==> src/rtl/sysctl_pkg.sv <==
// Constants, register map and state encodings of the system-control block.
package sysctl_pkg;

   // ==========================================================================
   // Register offsets (byte addresses on the register bus)
   localparam logic [7:0] CTRL_OFF      = 8'h00;
   localparam logic [7:0] STATUS_OFF    = 8'h04;
   localparam logic [7:0] IRQ_STAT_OFF  = 8'h08;
   localparam logic [7:0] IRQ_MASK_OFF  = 8'h0C;
   localparam logic [7:0] WAKE_LO_OFF   = 8'h10;
   localparam logic [7:0] WAKE_HI_OFF   = 8'h14;
   localparam logic [7:0] WAKE_LVL_OFF  = 8'h18;

   // ==========================================================================
   // Vector mapping codes held in the control register
   localparam logic [1:0] MAP_BOOT      = 2'h0;
   localparam logic [1:0] MAP_SRAM      = 2'h1;
   localparam logic [1:0] MAP_EXT       = 2'h2;
   localparam logic [1:0] MAP_RESERVED  = 2'h3;

   // ==========================================================================
   // Status register bit positions
   localparam int ST_BROWNOUT  = 0;
   localparam int ST_DBG_OFF   = 1;
   localparam int ST_OSC_OK    = 2;
   localparam int ST_WAKING    = 3;

   // Interrupt status and mask bit positions
   localparam int IRQ_W        = 3;
   localparam int IRQ_BROWNOUT = 0;
   localparam int IRQ_WAKE     = 1;
   localparam int IRQ_RESUME   = 2;
   localparam logic [IRQ_W-1:0] IRQ_MASK_RST = 3'h0;

   // ==========================================================================
   // Code security
   localparam logic [11:0] SEC_WORD_ADDR = 12'h1FC;
   localparam logic [31:0] SEC_WORD_KEY  = 32'h8765_4321;

   // ==========================================================================
   // Timing counts in system clock cycles
   localparam int          TIMER_W        = 13;
   localparam logic [12:0] RST_HOLD_CLKS  = 13'h0040;
   localparam logic [12:0] WAKE_IRC_CLKS  = 13'h0004;
   localparam logic [12:0] WAKE_MAIN_CLKS = 13'h1000;

   // ==========================================================================
   // Reset sequencer states
   typedef enum logic [1:0] {
      ST_HOLD  = 2'b00,
      ST_COUNT = 2'b01,
      ST_FLASH = 2'b10,
      ST_RUN   = 2'b11
   } rst_state_e;

endpackage : sysctl_pkg

==> src/rtl/sync_2ff.sv <==
// Two-flip-flop synchroniser for a group of asynchronous levels.
module sync_2ff #(
   parameter int W = 1
) (
   // Clock and reset
   input  wire logic         clk_i,
   input  wire logic         rst_n_i,
   // Levels
   input  wire logic [W-1:0] d_i,
   output logic      [W-1:0] q_o
);

   logic [W-1:0] meta;

   always_ff @(posedge clk_i or negedge rst_n_i) begin
      if (!rst_n_i) begin
         meta <= '0;
         q_o  <= '0;
      end else begin
         meta <= d_i;
         q_o  <= meta;
      end
   end

endmodule : sync_2ff

==> src/rtl/cycle_timer.sv <==
// Down counter that signals when a loaded number of cycles has elapsed.
module cycle_timer #(
   parameter int W = 13
) (
   // Clock and reset
   input  wire logic         clk_i,
   input  wire logic         rst_n_i,
   // Control
   input  wire logic         start_i,
   input  wire logic [W-1:0] len_i,
   // Status
   output logic              busy_o,
   output logic              done_o
);

   logic [W-1:0] cnt;

   always_ff @(posedge clk_i or negedge rst_n_i) begin
      if (!rst_n_i) begin
         cnt <= '0;
      end else if (start_i) begin
         cnt <= len_i;
      end else if (cnt != '0) begin
         cnt <= cnt - 1'b1;
      end
   end

   // Done is high in the last counted cycle, len_i cycles after the start.
   assign busy_o = (cnt != '0);
   assign done_o = (cnt == W'(1));

endmodule : cycle_timer

==> src/rtl/reset_brownout_system_control.sv <==
// Reset sequencing, brownout handling, code security, vector mapping and wake-up control.
//
// What this block does
// - Internal reset comes from reset pin, watchdog, power-on reset or brownout reset.
// - Reset holds until pin released, oscillator runs, count elapsed, flash initialised.
// - On release the processor fetches at address 0 with boot block vectors mapped.
// - All registers hold their reset values when internal reset is released.
// - First brownout comparator below 2.95 V raises a brownout interrupt request.
// - The request reaches the processor only if enabled; status register shows it too.
// - Second brownout comparator below 2.65 V forces chip reset to protect flash.
// - Brownout reset holds down to about 1 V, then power-on reset takes over.
// - Valid flash checksum and key 0x8765_4321 at 0x1FC disable debug access.
// - Disabled debug access returns only after a full chip erase.
// - A mapping control selects boot ROM, SRAM or external memory vectors at address 0.
// - Up to 50 edge and four level external interrupts may wake from power-down.
// - Sleep exit resumes after 4 cycles on internal, 4096 on main oscillator.
//
// The implementer's own choices: the APB register port and the register offsets.
module reset_brownout_system_control #(
   parameter int                  EDGE_N         = 50,
   parameter int                  LEVEL_N        = 4,
   parameter logic [12:0]         RST_HOLD       = sysctl_pkg::RST_HOLD_CLKS,
   parameter logic [12:0]         WAKE_MAIN      = sysctl_pkg::WAKE_MAIN_CLKS
) (
   // Clock and power-on reset
   input  wire logic               core_clk_i,
   input  wire logic               rst_n_i,
   // Reset sources, brownout warning and release conditions
   input  wire logic               ext_rst_n_i,
   input  wire logic               wdt_rst_i,
   input  wire logic               brownout_rst_i,
   input  wire logic               brownout_warn_i,
   input  wire logic               osc_ok_i,
   input  wire logic               flash_init_done_i,
   // Boot loader flash check and chip erase
   input  wire logic               flash_check_stb_i,
   input  wire logic               flash_sum_ok_i,
   input  wire logic [11:0]        flash_addr_i,
   input  wire logic [31:0]        flash_word_i,
   input  wire logic               chip_erase_done_i,
   // Power-down and external interrupts
   input  wire logic               powerdown_i,
   input  wire logic               irc_src_i,
   input  wire logic [EDGE_N-1:0]  eint_edge_i,
   input  wire logic [LEVEL_N-1:0] eint_level_i,
   // Register bus
   input  wire logic               psel_i,
   input  wire logic               penable_i,
   input  wire logic               pwrite_i,
   input  wire logic [7:0]         paddr_i,
   input  wire logic [31:0]        pwdata_i,
   output logic      [31:0]        prdata_o,
   output logic                    pready_o,
   output logic                    pslverr_o,
   // System outputs
   output logic                    sys_rst_n_o,
   output logic                    brownout_irq_o,
   output logic                    debug_disable_o,
   output logic      [1:0]         vector_map_o,
   output logic                    wake_o,
   output logic                    resume_o,
   output logic                    irq_o
);

   localparam int SYNC_W  = EDGE_N + LEVEL_N + 4;
   localparam int TW      = sysctl_pkg::TIMER_W;
   localparam int IRQ_W_C = sysctl_pkg::IRQ_W;

   // ==========================================================================
   // Reset combining and pin synchronisers
   logic               src_arst_n;
   logic [SYNC_W-1:0]  sync_q;
   logic               ext_ok;
   logic               osc_ok;
   logic               warn_s;
   logic               brst_s;
   logic [EDGE_N-1:0]  edge_s;
   logic [LEVEL_N-1:0] lvl_s;

   // Pin sources assert reset at once, without waiting for a clock edge.
   // Brownout reset and power-on reset overlap as the supply falls.
   assign src_arst_n = rst_n_i & ext_rst_n_i & ~brownout_rst_i;

   sync_2ff #(.W(SYNC_W)) u_sync (
      .clk_i   (core_clk_i),
      .rst_n_i (rst_n_i),
      .d_i     ({eint_level_i, eint_edge_i, brownout_rst_i, brownout_warn_i, osc_ok_i,
                 ext_rst_n_i}),
      .q_o     (sync_q)
   );

   assign ext_ok = sync_q[0];
   assign osc_ok = sync_q[1];
   assign warn_s = sync_q[2];
   assign brst_s = sync_q[3];
   assign edge_s = sync_q[EDGE_N+3:4];
   assign lvl_s  = sync_q[SYNC_W-1:EDGE_N+4];

   // ==========================================================================
   // Reset sequencer
   sysctl_pkg::rst_state_e state;
   sysctl_pkg::rst_state_e next_state;
   logic                   tmr_start;
   logic [TW-1:0]          tmr_len;
   logic                   tmr_done;
   logic                   wake_evt;
   logic                   src_hit;

   assign src_hit = wdt_rst_i | brst_s | ~ext_ok;

   always_comb begin
      next_state = state;
      unique case (state)
         sysctl_pkg::ST_HOLD: begin
            if (ext_ok && osc_ok) begin
               next_state = sysctl_pkg::ST_COUNT;
            end
         end
         sysctl_pkg::ST_COUNT: begin
            if (tmr_done) begin
               next_state = sysctl_pkg::ST_FLASH;
            end
         end
         sysctl_pkg::ST_FLASH: begin
            if (flash_init_done_i) begin
               next_state = sysctl_pkg::ST_RUN;
            end
         end
         sysctl_pkg::ST_RUN: begin
            next_state = sysctl_pkg::ST_RUN;
         end
      endcase
      // Watchdog and synchronised sources restart the whole sequence.
      if (src_hit) begin
         next_state = sysctl_pkg::ST_HOLD;
      end
   end

   always_ff @(posedge core_clk_i or negedge src_arst_n) begin
      if (!src_arst_n) begin
         state <= sysctl_pkg::ST_HOLD;
      end else begin
         state <= next_state;
      end
   end

   // Release only from the flash wait state, on a clock edge.
   always_ff @(posedge core_clk_i or negedge src_arst_n) begin
      if (!src_arst_n) begin
         sys_rst_n_o <= 1'b0;
      end else begin
         sys_rst_n_o <= (next_state == sysctl_pkg::ST_RUN);
      end
   end

   // One timer serves the reset hold count and the sleep exit count.
   assign tmr_start = ((state == sysctl_pkg::ST_HOLD) && ext_ok && osc_ok && !src_hit)
                      || wake_evt;
   assign tmr_len   = (state != sysctl_pkg::ST_RUN) ? RST_HOLD :
                      (irc_src_i ? sysctl_pkg::WAKE_IRC_CLKS : WAKE_MAIN);

   cycle_timer #(.W(TW)) u_timer (
      .clk_i   (core_clk_i),
      .rst_n_i (src_arst_n),
      .start_i (tmr_start),
      .len_i   (tmr_len),
      .busy_o  (),
      .done_o  (tmr_done)
   );

   // ==========================================================================
   // Register bus decode
   logic                   setup;
   logic                   access;
   logic                   wr_acc;
   logic                   rd_stat;
   logic                   hit;
   logic [31:0]            rd_val;
   logic [IRQ_W_C-1:0]     irq_stat;
   logic [IRQ_W_C-1:0]     irq_mask;
   logic [IRQ_W_C-1:0]     irq_ev;
   logic [IRQ_W_C-1:0]     next_irq_stat;
   logic [EDGE_N-1:0]      wake_edge_en;
   logic [LEVEL_N-1:0]     wake_lvl_en;
   logic [63:0]            edge_en_pad;
   logic                   waking;

   function automatic logic is_mapped(input logic [7:0] a);
      return (a == sysctl_pkg::CTRL_OFF)     || (a == sysctl_pkg::STATUS_OFF)   ||
             (a == sysctl_pkg::IRQ_STAT_OFF) || (a == sysctl_pkg::IRQ_MASK_OFF) ||
             (a == sysctl_pkg::WAKE_LO_OFF)  || (a == sysctl_pkg::WAKE_HI_OFF)  ||
             (a == sysctl_pkg::WAKE_LVL_OFF);
   endfunction : is_mapped

   assign setup       = psel_i & ~penable_i;
   assign access      = psel_i & penable_i & pready_o;
   assign wr_acc      = access & pwrite_i;
   assign rd_stat     = access & ~pwrite_i & (paddr_i == sysctl_pkg::IRQ_STAT_OFF);
   assign hit         = is_mapped(paddr_i);
   assign edge_en_pad = 64'(wake_edge_en);

   always_comb begin
      rd_val = 32'h0000_0000;
      unique case (paddr_i)
         sysctl_pkg::CTRL_OFF:     rd_val = 32'(vector_map_o);
         sysctl_pkg::STATUS_OFF: begin
            // Brownout level readable here when its interrupt is not used.
            rd_val[sysctl_pkg::ST_BROWNOUT] = warn_s;
            rd_val[sysctl_pkg::ST_DBG_OFF]  = debug_disable_o;
            rd_val[sysctl_pkg::ST_OSC_OK]   = osc_ok;
            rd_val[sysctl_pkg::ST_WAKING]   = waking;
         end
         sysctl_pkg::IRQ_STAT_OFF: rd_val = 32'(irq_stat);
         sysctl_pkg::IRQ_MASK_OFF: rd_val = 32'(irq_mask);
         sysctl_pkg::WAKE_LO_OFF:  rd_val = edge_en_pad[31:0];
         sysctl_pkg::WAKE_HI_OFF:  rd_val = edge_en_pad[63:32];
         sysctl_pkg::WAKE_LVL_OFF: rd_val = 32'(wake_lvl_en);
         default:                  rd_val = 32'h0000_0000;
      endcase
   end

   // Zero-wait slave: read data is captured in the setup cycle.
   always_ff @(posedge core_clk_i or negedge src_arst_n) begin
      if (!src_arst_n) begin
         pready_o  <= 1'b0;
         pslverr_o <= 1'b0;
         prdata_o  <= 32'h0000_0000;
      end else begin
         pready_o  <= setup;
         pslverr_o <= setup & ~hit;
         prdata_o  <= (setup && !pwrite_i) ? rd_val : 32'h0000_0000;
      end
   end

   // ==========================================================================
   // Control registers, cleared again by any internal reset
   always_ff @(posedge core_clk_i or negedge src_arst_n) begin
      if (!src_arst_n) begin
         vector_map_o <= sysctl_pkg::MAP_BOOT;
         irq_mask     <= sysctl_pkg::IRQ_MASK_RST;
         wake_lvl_en  <= '0;
         wake_edge_en <= '0;
      end else if (!sys_rst_n_o) begin
         vector_map_o <= sysctl_pkg::MAP_BOOT;
         irq_mask     <= sysctl_pkg::IRQ_MASK_RST;
         wake_lvl_en  <= '0;
         wake_edge_en <= '0;
      end else if (wr_acc) begin
         // The reserved mapping code is refused and the old mapping kept.
         if (paddr_i == sysctl_pkg::CTRL_OFF && pwdata_i[1:0] != sysctl_pkg::MAP_RESERVED) begin
            vector_map_o <= pwdata_i[1:0];
         end
         if (paddr_i == sysctl_pkg::IRQ_MASK_OFF) begin
            irq_mask <= pwdata_i[IRQ_W_C-1:0];
         end
         if (paddr_i == sysctl_pkg::WAKE_LVL_OFF) begin
            wake_lvl_en <= pwdata_i[LEVEL_N-1:0];
         end
         for (int i = 0; i < EDGE_N; i++) begin
            if (paddr_i == ((i < 32) ? sysctl_pkg::WAKE_LO_OFF : sysctl_pkg::WAKE_HI_OFF)) begin
               wake_edge_en[i] <= pwdata_i[i % 32];
            end
         end
      end
   end

   // ==========================================================================
   // Code security
   logic sec_checked;

   always_ff @(posedge core_clk_i or negedge src_arst_n) begin
      if (!src_arst_n) begin
         debug_disable_o <= 1'b1;
         sec_checked     <= 1'b0;
      end else if (!sys_rst_n_o) begin
         debug_disable_o <= 1'b1;
         sec_checked     <= 1'b0;
      end else if (chip_erase_done_i) begin
         debug_disable_o <= 1'b0;
         sec_checked     <= 1'b1;
      end else if (flash_check_stb_i && !sec_checked
                   && flash_addr_i == sysctl_pkg::SEC_WORD_ADDR) begin
         // Only the first check after reset decides; later ones cannot reopen.
         debug_disable_o <= flash_sum_ok_i && (flash_word_i == sysctl_pkg::SEC_WORD_KEY);
         sec_checked     <= 1'b1;
      end
   end

   // ==========================================================================
   // Brownout warning, wake-up and interrupts
   logic               warn_q;
   logic [EDGE_N-1:0]  edge_q;
   logic               wake_hit;

   // Enabled rising edges and enabled levels wake the core from power-down.
   assign wake_hit = |(edge_s & ~edge_q & wake_edge_en) | |(lvl_s & wake_lvl_en);
   assign wake_evt = (state == sysctl_pkg::ST_RUN) && powerdown_i && !waking && wake_hit;

   assign irq_ev[sysctl_pkg::IRQ_BROWNOUT] = warn_s & ~warn_q;
   assign irq_ev[sysctl_pkg::IRQ_WAKE]     = wake_evt;
   assign irq_ev[sysctl_pkg::IRQ_RESUME]   = waking & tmr_done;

   // Read clears only the bits that were returned; a new event wins.
   assign next_irq_stat = (irq_stat & ~(rd_stat ? prdata_o[IRQ_W_C-1:0] : '0)) | irq_ev;

   always_ff @(posedge core_clk_i or negedge src_arst_n) begin
      if (!src_arst_n) begin
         warn_q <= 1'b0;
         edge_q <= '0;
      end else begin
         warn_q <= warn_s;
         edge_q <= edge_s;
      end
   end

   always_ff @(posedge core_clk_i or negedge src_arst_n) begin
      if (!src_arst_n) begin
         brownout_irq_o <= 1'b0;
         irq_stat       <= '0;
         irq_o          <= 1'b0;
      end else if (!sys_rst_n_o) begin
         brownout_irq_o <= 1'b0;
         irq_stat       <= '0;
         irq_o          <= 1'b0;
      end else begin
         brownout_irq_o <= warn_s;
         irq_stat       <= next_irq_stat;
         irq_o          <= |(next_irq_stat & irq_mask);
      end
   end

   // Resume after the oscillator-dependent count.
   always_ff @(posedge core_clk_i or negedge src_arst_n) begin
      if (!src_arst_n) begin
         waking   <= 1'b0;
         wake_o   <= 1'b0;
         resume_o <= 1'b0;
      end else begin
         waking   <= wake_evt | (waking & ~tmr_done);
         wake_o   <= wake_evt | (waking & ~tmr_done);
         resume_o <= waking & tmr_done;
      end
   end
endmodule : reset_brownout_system_control

==> config.mk <==
export PLATFORM = sky130hd
export DESIGN_NAME = reset_brownout_system_control
export DESIGN_NICKNAME = d
export VERILOG_FILES = /design/src/rtl/sysctl_pkg.sv /design/src/rtl/sync_2ff.sv /design/src/rtl/cycle_timer.sv /design/src/rtl/reset_brownout_system_control.sv
export SDC_FILE = /design/constraint.sdc
export NUM_CORES = 1
export LEC_CHECK = 0
export ABC_AREA = 1
export BUFFER_PORTS_ARGS = -buffer_cell sky130_fd_sc_hd__buf_4
export CAP_MARGIN = 5
export CORE_AREA = 2 2 139 141
export DETAILED_ROUTE_END_ITERATION = 8
export DIE_AREA = 0 0 141 143
export GPL_TIMING_DRIVEN = 0
export PLACE_DENSITY_LB_ADDON = 0.15
export SLEW_MARGIN = 10
export SYNTH_ARGS = -nofsm -noshare
export SYNTH_HDL_FRONTEND = slang
export SYNTH_SLANG_ARGS = --single-unit
==> constraint.sdc <==
create_clock -name core_clk_i -period 17.1 [get_ports core_clk_i]
set_clock_uncertainty 0.05 [all_clocks]
set_input_delay 2.565 -clock core_clk_i [delete_from_list [all_inputs] [get_ports core_clk_i]]
set_output_delay 2.565 -clock core_clk_i [all_outputs]
set_load 0.05 [all_outputs]
# Word-level counts from Yosys, hierarchy flattened
# Index checks and enable logic that the tools add are counted.
totals:
  reg_bits: 285
  inputBits: 154
  wordCells: 194
classes:
  add_sub_neg: 1
  eq_ne: 22
  n_mux: 83
  n_bitwise: 31
  n_reduce_logical: 35
op_table:
  columns: ["op", "count"]
  rows:
  - ["50-bit AND", 2]
  - ["50-bit 2-to-1 mux", 2]
  - ["1-bit 2-to-1 mux", 58]
  - ["28-bit one-hot mux with 2 select lines", 1]
  - ["13-bit 2-to-1 mux", 4]
  - ["50-bit inverter", 1]
  - ["50-bit OR reduction", 1]
  - ["32-bit == test, second input constant", 1]
  - ["32-bit 2-to-1 mux", 1]
  - ["4-bit one-hot mux with 7 select lines", 1]
  - ["8-bit by 5-bit == test with 1-bit output, second input constant", 3]
  - ["8-bit by 4-bit == test with 1-bit output, second input constant", 2]
  - ["3-bit 2-to-1 mux", 5]
  - ["2-bit 2-to-1 mux", 7]
  - ["13-bit by 1-bit == test with 1-bit output, second input constant", 1]
  - ["13-bit nonzero test", 1]
  - ["13-bit by 1-bit subtractor with 13-bit output, second input constant", 1]
  - ["1-bit AND", 12]
  - ["12-bit by 9-bit == test with 1-bit output, second input constant", 1]
  - ["1-bit logical AND", 12]
  - ["4-bit 2-to-1 mux", 3]
  - ["2-bit by 1-bit != test with 1-bit output, second input constant", 6]
  - ["2-bit AND reduction", 5]
  - ["8-bit by 3-bit == test with 1-bit output, second input constant", 1]
  - ["18 further kinds", 40]

# Longest topological paths before layout
# Gate-level depths: netlist (run 1).
depth:
  ltp_word: 11
  depth_mapped: 12

# Hierarchy
# From an unflattened synthesis (run 1), not the netlist that was laid out.
hier_totals:
  hier_cells: 907
  area_unflattened_um2: 10110.9
modules_own_cells:
  columns: ["mod", "n_inst", "cells_per_inst", "area_each_um2", "seq_area_each_um2"]
  rows:
  - ["reset_brownout_system_control", 1, 658, 6302.3, 3905.0]
  - ["sync_2ff", 1, 116, 2902.8, 2902.8]
  - ["cycle_timer", 1, 133, 905.9, 325.3]

# Worst setup path after synthesis (run 1)
# Ideal clock, no wire load.
synth_path:
  kind: "input to register"
  startpoint: "in paddr_i[1]"
  endpoint: "reg wake_edge_en[10]"
  setup_ns: 0.124
  arrival_ns: 3.619
  required_ns: 16.926
  setup_slack_ns: 13.307
  stages: 11
  cell_sequence: "nor2_2 inv_2 nor3_4 nand2_4 nor2_8 inv_4 nand2_4 inv_4 buf_6 nand2_1 o21ai_1"
synth_between:
  elab_chain_len: 3
synth_rtl:
  columns: ["item", "line", "source"]
  rows:
  - ["start: declaration", "reset_brownout_system_control.sv:50", "input wire logic [7:0] paddr_i,"]
  - ["8-bit by 5-bit == test with 1-bit output", "reset_brownout_system_control.sv:260", "if (paddr_i == ((i < 32) ? sysctl_pkg::WAKE_LO_OFF : sysctl_pkg::WAKE_HI_OFF)) begin"]
  - ["2-bit by 1-bit != test with 1-bit output (no source line)", null, null]
  - ["2-bit AND reduction (no source line)", null, null]
  - ["end signal: indexed assignment", "reset_brownout_system_control.sv:261", "wake_edge_en[i] <= pwdata_i[i % 32];"]
  - ["end: declaration", "reset_brownout_system_control.sv:183", "logic [EDGE_N-1:0] wake_edge_en;"]
# No other way between the ends.
# A chain may end at the register's enable or synchronous reset.

# Worst setup path in the final report (run 1)
layout_path:
  startpoint: "reg debug_disable_o"
  endpoint: "out debug_disable_o"
layout_lines:
  columns: ["item", "line", "source"]
  rows:
  - ["start: declaration", "reset_brownout_system_control.sv:58", "output logic debug_disable_o,"]
  - ["start signal: assignment", "reset_brownout_system_control.sv:284", "debug_disable_o <= flash_sum_ok_i && (flash_word_i == sysctl_pkg::SEC_WORD_KEY);"]
# No word-level cell between the ends.

==> results of run 1 <==
## worst register-to-register path, stage by stage (launching register included)
cell and delay [ns]:
dfrtp_1 0.38, nand3_1 0.08, nand2_1 0.08, nor2_1 0.26, nand3_1 0.14, nor2_1 0.15
nand3_1 0.18, nand2_1 0.26, nand2_1 0.13, buf_2 0.22, a21oi_1 0.14
## sequential cells by signal (all words and copies together), names as in the netlist, 2 cells and up
signal / count
u_sync.q_o: 58
state: 2
edge_q: 50
prdata_o: 32
vector_map_o: 2
u_timer.cnt: 13
u_sync.meta: 58
irq_mask: 3
irq_stat: 3
wake_lvl_en: 4
wake_edge_en: 50
## cell usage after synthesis, drive strengths merged (3+ instances only)
library cell / count
nor4: 3
inv: 78
nor2: 74
nand3: 45
xor2: 3
o22ai: 4
buf: 12
nand3b: 33
dfrtp: 284
o21ai: 68
clkbuf: 5
a21oi: 30
nand2: 199
nand4: 6
nor3: 24
## cell families (layout without fill, tap and decap cells)
| family | Yosys count | after routing | share of synthesized area, % |
|---|---|---|---|
| compound gates | 108 | 108 | 5.73 |
| xor+xnor | 5 | 5 | 0.441 |
| fa+ha+maj | 2 | 2 | 0.252 |
| buf+inv | 95 | 350 | 3.87 |
| flops | 285 | 285 | 71.8 |
| simple gates | 388 | 388 | 17.9 |
## layout make-up
type	count	area (sq um)
Buffer	17	86.3
Clock buffer	38	830
Clock inverter	14	270
Fill cell	1363	5590
Inverter	78	298
Multi-Input combinational cell	503	2420
Sequential cell	285	7130
Tap cell	234	293
Timing Repair Buffer	203	1660
## how the worst max path moves through the flow
| stage | slack (ns) | from | end |
|---|---|---|---|
| final | 13.18 | debug_disable_o | debug_disable_o |
| after global routing | 13.15 | debug_disable_o | debug_disable_o |
| after CTS | 13.17 | debug_disable_o | debug_disable_o |
| after global placement | -0.68 | rst_n_i | edge_q[24] |
| after floorplan | 4.28 | rst_n_i | brownout_irq_o |
| after detailed placement | 12.81 | penable_i | wake_edge_en[45] |
## cell usage in the layout, fill, tap and decap left out, types with 4 or more instances in the layout
master	synthesis	layout
nor2_1	70	69
clkinv_2	0	6
buf_2	7	7
clkbuf_8	0	7
nand3_1	44	44
clkbuf_16	0	29
o21ai_0	58	58
bufinv_16	0	8
o21ai_1	10	10
nand4_1	6	6
inv_1	74	74
nand2_1	197	197
o22ai_1	4	4
buf_12	0	4
nand3b_1	33	33
clkbuf_1	3	5
buf_16	0	4
a21oi_1	29	29
buf_4	1	195
nor3_1	21	21
dfrtp_1	284	284
## stage by stage
stage,total power (uW),setup TNS (ns),setup slack [ns]
floorplan,806,0,4.28
global placement,855,-112.77,-0.679
detailed placement,864,0,12.81
CTS,1570,0,13.17
global route,1620,0,13.15
finish,1560,0,13.18
## power breakdown
part	switching, uW	leakage [uW]	internal (uW)	total (uW)
registers	23.0	0.00360	710	733
logic	59.9	0.00219	57.5	117
clock network	250	0.000547	459	709
## metal layers
layer	global-route usage, %	share of wire [%]	vias to the layer above
met5	0	0	-
met4	5.21	1.5	0
met3	3.86	6.3	32
met1	31.3	41	3413
met2	41.5	51	245
li1	-	-	3325
==> report_table.html, run 1 <==
<table>
<tr><th>Metric</th><th>Value</th></tr>
<tr><th colspan="2">Final layout</th></tr>
<tr><td>Number of nets in the finished design</td><td>1,272</td></tr>
<tr><td>Post-route standard cell area excluding fillers</td><td>13,000 sq um</td></tr>
<tr><td>Fraction of final layout cells sized beyond drive strength 1</td><td>24.9%</td></tr>
<tr><td>Non-filler cells, final</td><td>1,372</td></tr>
<tr><td>Area growth from synthesis to final layout</td><td>30.8%</td></tr>
<tr><td>Post-route core utilization</td><td>69.9%</td></tr>
<tr><td>Number of inserted diodes</td><td>0</td></tr>
<tr><th colspan="2">Setup path</th></tr>
<tr><td>Crit Path Category</td><td>flip-flop to primary output</td></tr>
<tr><td>Critical Path End Type</td><td>primary output</td></tr>
<tr><td>Data required time of the critical path</td><td>14.49 ns</td></tr>
<tr><td>Logic depth of the worst path, buffers included</td><td>1</td></tr>
<tr><td>Reg-to-reg endpoint</td><td>u_timer.cnt[0]</td></tr>
<tr><td>CP top delay family</td><td>flip-flops</td></tr>
<tr><td>Worst Path Buf+Inv</td><td>1</td></tr>
<tr><td>Worst-path maximum fanout</td><td>3</td></tr>
<tr><td>Worst-path cell chain</td><td>buf_4</td></tr>
<tr><td>R2R setup slack</td><td>14.94 ns</td></tr>
<tr><td>Launch instance of the worst register-to-register path</td><td>wake_edge_en[24]</td></tr>
<tr><td>Crit path arrival time</td><td>1.30 ns</td></tr>
<tr><td>Standard cell with the maximum stage delay on the critical path</td><td>dfstp_2</td></tr>
<tr><td>Delay of the slowest critical-path stage</td><td>0.57 ns</td></tr>
<tr><td>Worst R2R Path Depth</td><td>10</td></tr>
<tr><td>Type of origin of the critical path</td><td>flip-flop</td></tr>
<tr><th colspan="2">Floorplanning</th></tr>
<tr><td>Die footprint</td><td>20,200 sq um</td></tr>
<tr><td>Height of the die</td><td>143 microns</td></tr>
<tr><td>Width of the die</td><td>141 microns</td></tr>
<tr><td>Initial Utilization</td><td>53.5%</td></tr>
<tr><td>Total I/O pin count</td><td>196</td></tr>
<tr><td>Number of placement rows</td><td>50</td></tr>
<tr><td>Core Region</td><td>18,600 sq um</td></tr>
<tr><th colspan="2">Yosys</th></tr>
<tr><td>Synth Area per Inst</td><td>11.3 sq um</td></tr>
<tr><td>Top cells by area in the synthesized netlist</td><td>dfrtp_1 (72%), nand2_1 (7.4%), o21ai_0 (2.9%)</td></tr>
<tr><td>Number of library cell types mapped by synthesis</td><td>41</td></tr>
<tr><td>Nets in the synthesized netlist</td><td>1,039</td></tr>
<tr><td>Most area-hungry cell type in the Yosys netlist</td><td>dfrtp_1</td></tr>
<tr><td>Synth async-reset ratio</td><td>100%</td></tr>
<tr><td>EDFF count, synth</td><td>0</td></tr>
<tr><td>Number of standard cells after synthesis</td><td>883</td></tr>
<tr><td>Most instantiated flip-flop cell in the synthesis netlist</td><td>dfrtp_1</td></tr>
<tr><td>Synth warnings</td><td>0</td></tr>
<tr><td>Synth top area share</td><td>71.5%</td></tr>
<tr><td>Portion of the post-synthesis area used by sequential elements</td><td>71.8%</td></tr>
<tr><td>Number of synthesized register bits</td><td>285</td></tr>
<tr><td>Area of the mapped netlist</td><td>9930 sq um</td></tr>
<tr><th colspan="2">Placed design</th></tr>
<tr><td>Port Buf Inserts</td><td>195</td></tr>
<tr><td>Detail Placement HPWL</td><td>16.4 mm</td></tr>
<tr><td>Total cell area at the placement stage</td><td>11,900 sq um</td></tr>
<tr><td>Dpl cells</td><td>1,320</td></tr>
<tr><td>Global placement routability congestion</td><td>0.830</td></tr>
<tr><th colspan="2">STA</th></tr>
<tr><td>Period Utilization, post-route</td><td>22.9%</td></tr>
<tr><td>Count of final setup violators</td><td>0</td></tr>
<tr><td>Minimum clock period after layout</td><td>3.92 ns</td></tr>
<tr><td>Max_slew headroom</td><td>54.4%</td></tr>
<tr><td>Maximum clock rate</td><td>255 MHz</td></tr>
<tr><td>Max-slew violation count</td><td>0</td></tr>
<tr><td>Number of failing hold endpoints at the final stage</td><td>0</td></tr>
<tr><td>Unrepaired setup endpoints after global routing</td><td>no</td></tr>
<tr><td>Minimum hold slack</td><td>0.289 ns</td></tr>
<tr><td>Measured slew at the worst slew-check pin</td><td>0.684 ns</td></tr>
<tr><th colspan="2">Global routing</th></tr>
<tr><td>Total grt overflow</td><td>0</td></tr>
<tr><td>First-pass GRT wire length</td><td>36.8 mm</td></tr>
<tr><td>Overall track demand over capacity in global routing</td><td>23.6%</td></tr>
<tr><td>Via count of the first global-routing pass</td><td>7,102</td></tr>
<tr><td>Antenna violations before repair</td><td>0</td></tr>
<tr><td>Pin count of the biggest net entering global routing</td><td>68</td></tr>
<tr><th colspan="2">CTS</th></tr>
<tr><td>Number of H-tree branching levels</td><td>1</td></tr>
<tr><td>CTS tree</td><td>built</td></tr>
<tr><td>Clock input transition at the sequential cells of the worst setup and hold paths</td><td>0.06 ns</td></tr>
<tr><td>Post-CTS setup-driven buffer insertion count</td><td>0</td></tr>
<tr><td>Count of cells resized by post-cts repair</td><td>0</td></tr>
<tr><td>Clock sinks</td><td>285</td></tr>
<tr><td>Clk Tree Root Cell</td><td>clkbuf_16</td></tr>
<tr><td>Clock tree buffer depth</td><td>3</td></tr>
<tr><td>Clock network latency to the later pin of the worst-skew pair</td><td>0.53 ns</td></tr>
<tr><td>Number of hold-repair buffers added at the cts stage</td><td>0</td></tr>
<tr><td>Total CTS buffers</td><td>28</td></tr>
<tr><th colspan="2">Hold path</th></tr>
<tr><td>Worst min-delay path category</td><td>flip-flop to flip-flop</td></tr>
<tr><td>Endpoint, Worst Hold</td><td>u_sync.q_o[44]</td></tr>
<tr><td>Hold-critical path depth</td><td>0</td></tr>
<tr><td>Hold path startpoint</td><td>u_sync.meta[44]</td></tr>
<tr><th colspan="2">Run status</th></tr>
<tr><td>Run status</td><td>finished clean</td></tr>
<tr><th colspan="2">Flow run</th></tr>
<tr><td>Count of maximum capacitance violations</td><td>0</td></tr>
<tr><th colspan="2">Detailed routing</th></tr>
<tr><td>Mean routed wirelength per cell</td><td>17.0 microns</td></tr>
<tr><td>Average vias per placed instance</td><td>5.11</td></tr>
<tr><td>DRC Markers</td><td>0</td></tr>
<tr><td>1st-pass router iterations</td><td>4</td></tr>
<tr><td>Overall via count from detail_route</td><td>7,015</td></tr>
<tr><td>Remaining antenna violation count</td><td>0</td></tr>
<tr><td>DRT Wirelength</td><td>23.3 mm</td></tr>
<tr><td>Number of DRC violations after detailed-routing iteration 0</td><td>335</td></tr>
<tr><th colspan="2">Pwr</th></tr>
<tr><td>Static leakage</td><td>0.00634 uW</td></tr>
<tr><td>Worst-case vdd ir drop</td><td>0.129 mV</td></tr>
<tr><td>Pwr dens</td><td>120 nW/um^2</td></tr>
</table>
Power figures use the tool's default switching activity.
==> run 2: changes to the inputs <==
--- a/config.mk
+++ b/config.mk
@@ -5,12 +5,12 @@
 export SDC_FILE = /design/constraint.sdc
 export NUM_CORES = 1
 export LEC_CHECK = 0
-export ABC_AREA = 1
+export ABC_AREA = 0
 export BUFFER_PORTS_ARGS = -buffer_cell sky130_fd_sc_hd__buf_4
 export CAP_MARGIN = 5
-export CORE_AREA = 2 2 139 141
+export CORE_AREA = 2 2 140 142
 export DETAILED_ROUTE_END_ITERATION = 8
-export DIE_AREA = 0 0 141 143
+export DIE_AREA = 0 0 142 144
 export GPL_TIMING_DRIVEN = 0
 export PLACE_DENSITY_LB_ADDON = 0.15
 export SLEW_MARGIN = 10
==> constraint.sdc (replaced) <==
create_clock -name core_clk_i -period 4.03 [get_ports core_clk_i]
set_clock_uncertainty 0.05 [all_clocks]
set_input_delay 0.6045 -clock core_clk_i [delete_from_list [all_inputs] [get_ports core_clk_i]]
set_output_delay 0.6045 -clock core_clk_i [all_outputs]
set_load 0.05 [all_outputs]
==> report_table.html, run 2 <==
<table>
<tr><th>Metric</th><th>Value</th></tr>
<tr><th colspan="2">Run status</th></tr>
<tr><td>Run status</td><td>finished clean</td></tr>
<tr><th colspan="2">Placed design</th></tr>
<tr><td>Detail Placement HPWL</td><td>16.5 mm (+0.59%)</td></tr>
<tr><td>Global placement routability congestion</td><td>0.839 (+1.1%)</td></tr>
<tr><td>Port Buf Inserts</td><td>195 (unchanged)</td></tr>
<tr><th colspan="2">Floorplanning</th></tr>
<tr><td>Height of the die</td><td>144 microns (+0.70%)</td></tr>
<tr><td>Total I/O pin count</td><td>196 (unchanged)</td></tr>
<tr><td>Initial Utilization</td><td>52.4% (-1.1 points)</td></tr>
<tr><td>Die footprint</td><td>20,400 sq um (+1.4%)</td></tr>
<tr><td>Width of the die</td><td>142 microns (+0.71%)</td></tr>
<tr><td>Core Region</td><td>19,100 sq um (+2.7%)</td></tr>
<tr><td>Number of placement rows</td><td>51 (+2.0%)</td></tr>
<tr><th colspan="2">Setup path</th></tr>
<tr><td>Standard cell with the maximum stage delay on the critical path</td><td>nor4b_4</td></tr>
<tr><td>Type of origin of the critical path</td><td>input pin</td></tr>
<tr><td>Worst Path Buf+Inv</td><td>3 (+2)</td></tr>
<tr><td>Delay of the slowest critical-path stage</td><td>0.65 ns (+0.08 ns)</td></tr>
<tr><td>Crit path arrival time</td><td>3.22 ns (+1.92 ns)</td></tr>
<tr><td>Critical Path End Type</td><td>flip-flop</td></tr>
<tr><td>Worst-path cell chain</td><td>buf_4 -&gt; or3_4 -&gt; or3_1 -&gt; buf_2 -&gt; nor4b_4 -&gt; nand2_1 -&gt; clkbuf_1 -&gt; nand2_1 -&gt; a21boi_1</td></tr>
<tr><td>CP top delay family</td><td>simple AND/OR/NAND/NOR gates</td></tr>
<tr><td>Crit Path Category</td><td>input pin to flip-flop</td></tr>
<tr><td>Data required time of the critical path</td><td>4.40 ns (-10.09 ns)</td></tr>
<tr><td>Most Frequent Cell on Critical Path</td><td>nand2_1</td></tr>
<tr><td>Worst-path maximum fanout</td><td>10 (+7)</td></tr>
<tr><th colspan="2">Hold path</th></tr>
<tr><td>Worst min-delay path category</td><td>input pin to flip-flop</td></tr>
<tr><th colspan="2">Pwr</th></tr>
<tr><td>Worst-case vdd ir drop</td><td>0.384 mV (+200%)</td></tr>
<tr><td>Pwr dens</td><td>495 nW/um^2 (+310%)</td></tr>
<tr><td>Static leakage</td><td>0.00576 uW (-9.1%)</td></tr>
<tr><td>Post-layout power</td><td>6430 uW (+310%)</td></tr>
<tr><th colspan="2">Final layout</th></tr>
<tr><td>Post-route core utilization</td><td>68.1% (-1.8 points)</td></tr>
<tr><td>Number of nets in the finished design</td><td>1,144 (-10%)</td></tr>
<tr><td>Leading cell type in the layout, fill and taps excluded</td><td>dfrtp_1</td></tr>
<tr><td>Area of combinational cells with multiple inputs</td><td>2730 sq um (+12%)</td></tr>
<tr><td>Registers with the highest flip-flop counts</td><td>u_sync.meta: 58 flops, u_sync.q_o: 58 flops</td></tr>
<tr><td>Area growth from synthesis to final layout</td><td>30.0%</td></tr>
<tr><td>FF+latch area</td><td>7130 sq um (unchanged)</td></tr>
<tr><td>Top library cells by usage in the layout, fill and taps aside</td><td>dfrtp_1 (284), buf_4 (198), nand2_1 (118), nor2_1 (34), a21boi_1 (30)</td></tr>
<tr><td>Number of inserted diodes</td><td>0 (unchanged)</td></tr>
<tr><td>Filler Cells Inserted</td><td>1,396 (+2.4%)</td></tr>
<tr><td>Fraction of final layout cells sized beyond drive strength 1</td><td>27.6% (+2.7 points)</td></tr>
<tr><th colspan="2">Yosys</th></tr>
<tr><td>Most instantiated flip-flop cell in the synthesis netlist</td><td>dfrtp_1</td></tr>
<tr><td>Most area-hungry cell type in the Yosys netlist</td><td>dfrtp_1</td></tr>
<tr><td>Multiplexer share of the synthesized area</td><td>3.08% (+3.1 points)</td></tr>
<tr><td>Synth warnings</td><td>0 (unchanged)</td></tr>
<tr><td>Area of the mapped netlist</td><td>10000 sq um (+0.62%)</td></tr>
<tr><td>EDFF count, synth</td><td>0 (unchanged)</td></tr>
<tr><td>XOR/XNOR share of the synthesized area</td><td>0.526% (+0.085 points)</td></tr>
<tr><td>Combinational family with the most area after synthesis</td><td>simple AND/OR/NAND/NOR gates</td></tr>
<tr><td>Top cells by area in the synthesized netlist</td><td>dfrtp_1 (71%), nand2_1 (4.5%), mux2i_1 (2.4%)</td></tr>
<tr><td>Synth top area share</td><td>71.1% (-0.44 points)</td></tr>
<tr><td>Post-Synth Adder-Cell Area</td><td>0.250% (-0.0015 points)</td></tr>
<tr><td>Number of synthesized register bits</td><td>285 (unchanged)</td></tr>
<tr><td>Portion of the post-synthesis area used by sequential elements</td><td>71.4% (-0.44 points)</td></tr>
<tr><td>Compound-cell area share of the yosys netlist</td><td>7.52% (+1.8 points)</td></tr>
<tr><td>Synth async-reset ratio</td><td>100% (unchanged)</td></tr>
<tr><td>Nets in the synthesized netlist</td><td>910 (-12%)</td></tr>
<tr><td>Number of standard cells after synthesis</td><td>754 (-15%)</td></tr>
<tr><td>Number of library cell types mapped by synthesis</td><td>63 (+54%)</td></tr>
<tr><td>Synth Area per Inst</td><td>13.3 sq um (+18%)</td></tr>
<tr><td>Library cell with the highest instance count after synthesis</td><td>dfrtp_1</td></tr>
<tr><td>Top post-synthesis cells by count</td><td>dfrtp_1 (284), nand2_1 (119), nor2_1 (35), a21boi_1 (30), nor2b_1 (26)</td></tr>
<tr><td>Basic-gate share of the synthesized area counting and, or, nand and nor cells</td><td>15.8% (-2.1 points)</td></tr>
<tr><th colspan="2">CTS</th></tr>
<tr><td>Clock sinks</td><td>285 (unchanged)</td></tr>
<tr><td>Total CTS buffers</td><td>29 (+3.6%)</td></tr>
<tr><td>Number of H-tree branching levels</td><td>1 (unchanged)</td></tr>
<tr><td>CTS tree</td><td>built</td></tr>
<tr><td>Post-CTS setup-driven buffer insertion count</td><td>0 (unchanged)</td></tr>
<tr><td>Clk Tree Root Cell</td><td>clkbuf_16</td></tr>
<tr><td>Clock tree buffer depth</td><td>3 (unchanged)</td></tr>
<tr><td>Count of cells resized by post-cts repair</td><td>0 (unchanged)</td></tr>
<tr><td>Clock network latency to the later pin of the worst-skew pair</td><td>0.55 ns (+0.02 ns)</td></tr>
<tr><td>Number of hold-repair buffers added at the cts stage</td><td>1 (+1)</td></tr>
<tr><td>Clock input transition at the sequential cells of the worst setup and hold paths</td><td>0.06 ns (about the same)</td></tr>
<tr><th colspan="2">Global routing</th></tr>
<tr><td>Overall track demand over capacity in global routing</td><td>23.5% (-0.13 points)</td></tr>
<tr><td>Antenna violations before repair</td><td>0 (unchanged)</td></tr>
<tr><td>First-pass GRT wire length</td><td>36.7 mm (about the same)</td></tr>
<tr><td>Via count of the first global-routing pass</td><td>6,827 (-3.9%)</td></tr>
<tr><td>Pin count of the biggest net entering global routing</td><td>62 (-8.8%)</td></tr>
<tr><td>Total grt overflow</td><td>0 (unchanged)</td></tr>
<tr><th colspan="2">Detailed routing</th></tr>
<tr><td>Average vias per placed instance</td><td>5.42 (+6.0%)</td></tr>
<tr><td>Overall via count from detail_route</td><td>6,767 (-3.5%)</td></tr>
<tr><td>1st-pass router iterations</td><td>5 (+1)</td></tr>
<tr><td>DRC Markers</td><td>0 (unchanged)</td></tr>
<tr><td>DRT Wirelength</td><td>23.4 mm (+0.30%)</td></tr>
<tr><td>Remaining antenna violation count</td><td>0 (unchanged)</td></tr>
<tr><td>Mean routed wirelength per cell</td><td>18.7 microns (+10%)</td></tr>
<tr><td>Number of DRC violations after detailed-routing iteration 0</td><td>462 (+38%)</td></tr>
<tr><th colspan="2">STA</th></tr>
<tr><td>Minimum clock period after layout</td><td>2.84 ns</td></tr>
<tr><td>Measured slew at the worst slew-check pin</td><td>1.09 ns (+0.404 ns)</td></tr>
<tr><td>Maximum clock rate</td><td>352 MHz</td></tr>
<tr><td>Minimum hold slack</td><td>0.111 ns (-0.178 ns)</td></tr>
<tr><td>Number of failing hold endpoints at the final stage</td><td>0 (unchanged)</td></tr>
<tr><td>Unrepaired setup endpoints after global routing</td><td>no</td></tr>
<tr><td>Max-slew violation count</td><td>0 (unchanged)</td></tr>
<tr><td>Period Utilization, post-route</td><td>70.6%</td></tr>
<tr><td>Max_slew headroom</td><td>26.8% (-28 points)</td></tr>
<tr><td>Count of final setup violators</td><td>0 (unchanged)</td></tr>
<tr><th colspan="2">Flow run</th></tr>
<tr><td>Count of maximum capacitance violations</td><td>0 (unchanged)</td></tr>
</table>
## run 2: cell count changes after synthesis, moves of 11 or more
| cell | before | now |
|---|---|---|
| a22oi_1 | 0 | 17 |
| nand3b_1 | 33 | 22 |
| o21ai_0 | 58 | 2 |
| a21boi_1 | 0 | 30 |
| nor2b_1 | 0 | 26 |
| and2_1 | 0 | 18 |
| nand3_1 | 44 | 8 |
| nor2_1 | 70 | 35 |
| a21oi_1 | 29 | 9 |
| clkbuf_1 | 3 | 20 |
| inv_1 | 74 | 4 |
| nand2_1 | 197 | 119 |
| mux2i_1 | 0 | 24 |
## run 2: where the power goes
| part | total (uW) | switching (uW) | internal [uW] |
|---|---|---|---|
| Clock | 2850 | 1100 | 1740 |
| Sequential | 3110 | 104 | 3010 |
| Combinational | 468 | 238 | 231 |
## run 2: area by class of cell
cell class              count  share of cell area, %
plain buffers              28                   1.01
clock inverters            17                   1.86
multi-input cells         437                   21.0
well taps                 238                   2.29
repair buffers            203                   12.6
clock buffers              37                   6.20
inverters                   4                  0.116
flip-flops and latches    285                   54.9
## run 2: worst paths after layout
path                                   from          endpoint  slack, ns  cells past startpoint
min reg2reg                 u_sync.meta[48]    u_sync.q_o[48]       0.29                      0
min in group asynchronous    brownout_rst_i      prdata_o[16]       0.16                      2
min                         eint_edge_i[22]   u_sync.meta[26]       0.11                      1
max in group asynchronous           rst_n_i        edge_q[26]       1.69                      7
max                              paddr_i[1]  wake_edge_en[30]       1.19                      9
max reg2reg                wake_edge_en[33]            waking       1.32                      7
## run 2: through the flow
step	std cells	worst slack, ns	setup TNS [ns]	instance area, sq um
after floorplan	754	0.00172	0	10000
after global placement	1187	-2.68	-449.61	11800
after detailed placement	1194	0.667	0	11900
after CTS	1249	1.20	0	13000
after global routing	1249	1.02	0	13000
final	1249	1.19	0	13000
## run 2: logic make-up (layout without fill, tap and decap cells)
kind of cell               Yosys count  after routing
AOI/OAI and AO/OA                  104            104
xor gates and xnor gates             6              6
adders and majority gates            2              2
buffers and inverters               32            289
DFF                                285            285
muxes                               28             28
and+or+nand+nor                    297            297
## run 2: routing by layer
layer / part of all wire, % / vias to the layer above / global-route usage [%]
li1: - / 3091 / -
met1: 40 / 3369 / 30.7
met2: 50 / 256 / 39.8
met3: 5.8 / 51 / 3.87
met4: 3.7 / 0 / 8.95
met5: 0 / - / 0
==> run 3: changes to the inputs <==
==> constraint.sdc (replaced) <==
create_clock -name core_clk_i -period 2.85 [get_ports core_clk_i]
set_clock_uncertainty 0.05 [all_clocks]
set_input_delay 0.4275 -clock core_clk_i [delete_from_list [all_inputs] [get_ports core_clk_i]]
set_output_delay 0.4275 -clock core_clk_i [all_outputs]
set_load 0.05 [all_outputs]
==> report_table.html, run 3 (synthesized netlist as in run 2, its figures left out) <==
<table>
<tr><th>Metric</th><th>Value</th></tr>
<tr><th colspan="2">Run status</th></tr>
<tr><td>Run status</td><td>finished clean</td></tr>
<tr><th colspan="2">Placed design</th></tr>
<tr><td>Detail Placement HPWL</td><td>16.7 mm (+0.96%)</td></tr>
<tr><td>Worst slack at placement</td><td>-0.220 ns (-0.886 ns)</td></tr>
<tr><td>Port Buf Inserts</td><td>195 (unchanged)</td></tr>
<tr><td>Dpl cells</td><td>1,194 (unchanged)</td></tr>
<tr><td>Global placement routability congestion</td><td>0.880 (+4.8%)</td></tr>
<tr><th colspan="2">Pwr</th></tr>
<tr><td>Worst-case vdd ir drop</td><td>0.510 mV (+33%)</td></tr>
<tr><td>Pwr dens</td><td>657 nW/um^2 (+33%)</td></tr>
<tr><td>Static leakage</td><td>0.00597 uW (+3.7%)</td></tr>
<tr><th colspan="2">Floorplanning</th></tr>
<tr><td>Initial Utilization</td><td>52.4% (unchanged)</td></tr>
<tr><td>Core Region</td><td>19,100 sq um (unchanged)</td></tr>
<tr><td>Die footprint</td><td>20,400 sq um (unchanged)</td></tr>
<tr><td>Height of the die</td><td>144 microns (unchanged)</td></tr>
<tr><td>Total I/O pin count</td><td>196 (unchanged)</td></tr>
<tr><td>Width of the die</td><td>142 microns (unchanged)</td></tr>
<tr><td>Number of placement rows</td><td>51 (unchanged)</td></tr>
<tr><th colspan="2">STA</th></tr>
<tr><td>Number of failing hold endpoints at the final stage</td><td>0 (unchanged)</td></tr>
<tr><td>Final Worst Setup Slack</td><td>0.192 ns (-0.994 ns)</td></tr>
<tr><td>Measured slew at the worst slew-check pin</td><td>1.13 ns (+0.0381 ns)</td></tr>
<tr><td>Count of final setup violators</td><td>0 (unchanged)</td></tr>
<tr><td>Minimum hold slack</td><td>0.0353 ns (-0.0759 ns)</td></tr>
<tr><td>Unrepaired setup endpoints after global routing</td><td>no</td></tr>
<tr><td>Maximum clock rate</td><td>376 MHz</td></tr>
<tr><td>Period Utilization, post-route</td><td>93.3%</td></tr>
<tr><td>Max-slew violation count</td><td>0 (unchanged)</td></tr>
<tr><td>Max_slew headroom</td><td>24.2% (-2.6 points)</td></tr>
<tr><td>Minimum clock period after layout</td><td>2.66 ns</td></tr>
<tr><th colspan="2">CTS</th></tr>
<tr><td>CTS tree</td><td>built</td></tr>
<tr><td>Clock sinks</td><td>285 (unchanged)</td></tr>
<tr><td>Clk Tree Root Cell</td><td>clkbuf_16</td></tr>
<tr><td>Clock network latency to the later pin of the worst-skew pair</td><td>0.53 ns (-0.02 ns)</td></tr>
<tr><td>Total CTS buffers</td><td>29 (unchanged)</td></tr>
<tr><td>Clock tree buffer depth</td><td>3 (unchanged)</td></tr>
<tr><td>Number of H-tree branching levels</td><td>1 (unchanged)</td></tr>
<tr><td>Clock input transition at the sequential cells of the worst setup and hold paths</td><td>0.06 ns (about the same)</td></tr>
<tr><th colspan="2">Detailed routing</th></tr>
<tr><td>Mean routed wirelength per cell</td><td>18.9 microns (+0.84%)</td></tr>
<tr><td>1st-pass router iterations</td><td>5 (unchanged)</td></tr>
<tr><td>Average vias per placed instance</td><td>5.35 (-1.3%)</td></tr>
<tr><td>DRT Wirelength</td><td>24.6 mm (+5.3%)</td></tr>
<tr><td>Remaining antenna violation count</td><td>0 (unchanged)</td></tr>
<tr><td>DRC Markers</td><td>0 (unchanged)</td></tr>
<tr><td>Number of DRC violations after detailed-routing iteration 0</td><td>326 (-29%)</td></tr>
<tr><td>Overall via count from detail_route</td><td>6,970 (+3.0%)</td></tr>
<tr><th colspan="2">Global routing</th></tr>
<tr><td>Overall track demand over capacity in global routing</td><td>24.7% (+1.3 points)</td></tr>
<tr><td>Via count of the first global-routing pass</td><td>7,336 (+7.5%)</td></tr>
<tr><td>Total grt overflow</td><td>0 (unchanged)</td></tr>
<tr><td>First-pass GRT wire length</td><td>38.8 mm (+5.4%)</td></tr>
<tr><td>Antenna violations before repair</td><td>0 (unchanged)</td></tr>
<tr><td>Pin count of the biggest net entering global routing</td><td>62 (unchanged)</td></tr>
<tr><th colspan="2">Setup path</th></tr>
<tr><td>Launch instance of the worst register-to-register path</td><td>wake_edge_en[33]</td></tr>
<tr><td>Standard cell with the maximum stage delay on the critical path</td><td>or4_1</td></tr>
<tr><td>CP top delay family</td><td>simple AND/OR/NAND/NOR gates</td></tr>
<tr><td>Critical Path End Type</td><td>flip-flop</td></tr>
<tr><td>Worst-path cell chain</td><td>nand3b_1 -&gt; nand4_1 -&gt; or4_1 -&gt; nor4_2 -&gt; a21oi_1 -&gt; clkbuf_1 -&gt; o21bai_1</td></tr>
<tr><td>Worst-path maximum fanout</td><td>10 (unchanged)</td></tr>
<tr><td>Worst R2R Path Depth</td><td>7 (unchanged)</td></tr>
<tr><td>Delay of the slowest critical-path stage</td><td>0.56 ns (-0.09 ns)</td></tr>
<tr><td>Critical Path Source</td><td>wake_edge_en[33]</td></tr>
<tr><td>Crit path arrival time</td><td>3.02 ns (-0.20 ns)</td></tr>
<tr><td>Type of origin of the critical path</td><td>flip-flop</td></tr>
<tr><td>Crit Path Category</td><td>flip-flop to flip-flop</td></tr>
<tr><td>Logic depth of the worst path, buffers included</td><td>7 (-2)</td></tr>
<tr><td>Data required time of the critical path</td><td>3.22 ns (-1.18 ns)</td></tr>
<tr><td>Worst Path Buf+Inv</td><td>1 (-2)</td></tr>
<tr><th colspan="2">Final layout</th></tr>
<tr><td>Number of inserted diodes</td><td>0 (unchanged)</td></tr>
<tr><td>Filler Cells Inserted</td><td>1,314 (-5.9%)</td></tr>
<tr><td>Registers with the highest flip-flop counts</td><td>u_sync.meta: 58 flops, u_sync.q_o: 58 flops</td></tr>
<tr><td>Area growth from synthesis to final layout</td><td>35.0%</td></tr>
<tr><td>Number of nets in the finished design</td><td>1,203 (+5.2%)</td></tr>
<tr><td>Non-filler cells, final</td><td>1,304 (+4.4%)</td></tr>
<tr><td>FF+latch area</td><td>7130 sq um (unchanged)</td></tr>
<tr><td>Leading cell type in the layout, fill and taps excluded</td><td>dfrtp_1</td></tr>
<tr><td>Top library cells by usage in the layout, fill and taps aside</td><td>dfrtp_1 (284), buf_4 (198), nand2_1 (118), dlygate4sd3_1 (60), nor2_1 (34)</td></tr>
<tr><td>Area of combinational cells with multiple inputs</td><td>2750 sq um (+0.73%)</td></tr>
<tr><td>Fraction of final layout cells sized beyond drive strength 1</td><td>25.8% (-1.8 points)</td></tr>
<tr><th colspan="2">Hold path</th></tr>
<tr><td>Hold path startpoint</td><td>irc_src_i</td></tr>
<tr><td>Hold-critical path depth</td><td>2 (+1)</td></tr>
<tr><td>Worst min-delay path category</td><td>input pin to flip-flop</td></tr>
<tr><th colspan="2">Flow run</th></tr>
<tr><td>Count of maximum capacitance violations</td><td>0 (unchanged)</td></tr>
</table>
## run 3: path summary, 6_finish.rpt
| check | endpoint | slack, ns |
|---|---|---|
| min in group asynchronous | u_sync.q_o[0] | 0.39 |
| min | u_timer.cnt[12] | 0.04 |
| max reg2reg | waking | 0.19 |
| max in group asynchronous | prdata_o[14] | 0.57 |
| min reg2reg | u_sync.q_o[9] | 0.30 |
| max | waking | 0.19 |
## run 3: routing by layer
metal  GRT usage, %  up-vias  routed length, microns
li1               -     3206                       -
met1           30.3     3477                    9500
met2           44.4      236                   12900
met3           4.40       51                    1480
met4           8.68        0                     770
met5              0        -                       0
## run 3: what timing repair did
action | CTS | global route
setup buffers | 0 | 0
hold buffers | 60 | 0
gates resized for setup | 1 | 0
endpoints found under the hold margin | 122 | 0
endpoints found under the setup margin | 1 | 0
## run 3: final cells by class
cell class                      count  area share, %
Timing Repair Buffer              262           16.4
Multi-Input combinational cell    437           20.4
Inverter                            4          0.111
Buffer                             28          0.974
Tap cell                          238           2.21
Clock inverter                      9          0.742
Clock buffer                       41           6.31
Sequential cell                   285           52.9
## run 3: worst register-to-register path, stage by stage, from the launching register on
cell and delay [ns]:
dfrtp_1 0.41, nand3b_1 0.16, nand4_1 0.21, or4_1 0.56
nor4_2 0.30, a21oi_1 0.30, clkbuf_1 0.32, o21bai_1 0.23
## run 3: where the power goes
part,switching (uW),internal (uW)
registers,150,4260
clock network,1480,2240
logic,354,378
total,1990,6870
## run 3: metrics by stage
stage	cell area (sq um)	utilization (%)	TNS, ns	total power, uW
finish	13500	70.7	0	8860
global route	13500	70.7	0	9240
CTS	13500	70.7	0	8920
detailed placement	11900	62.5	-7.70	5140
global placement	11800	61.7	-611.63	5090
floorplan	10000	-	-165.67	4780
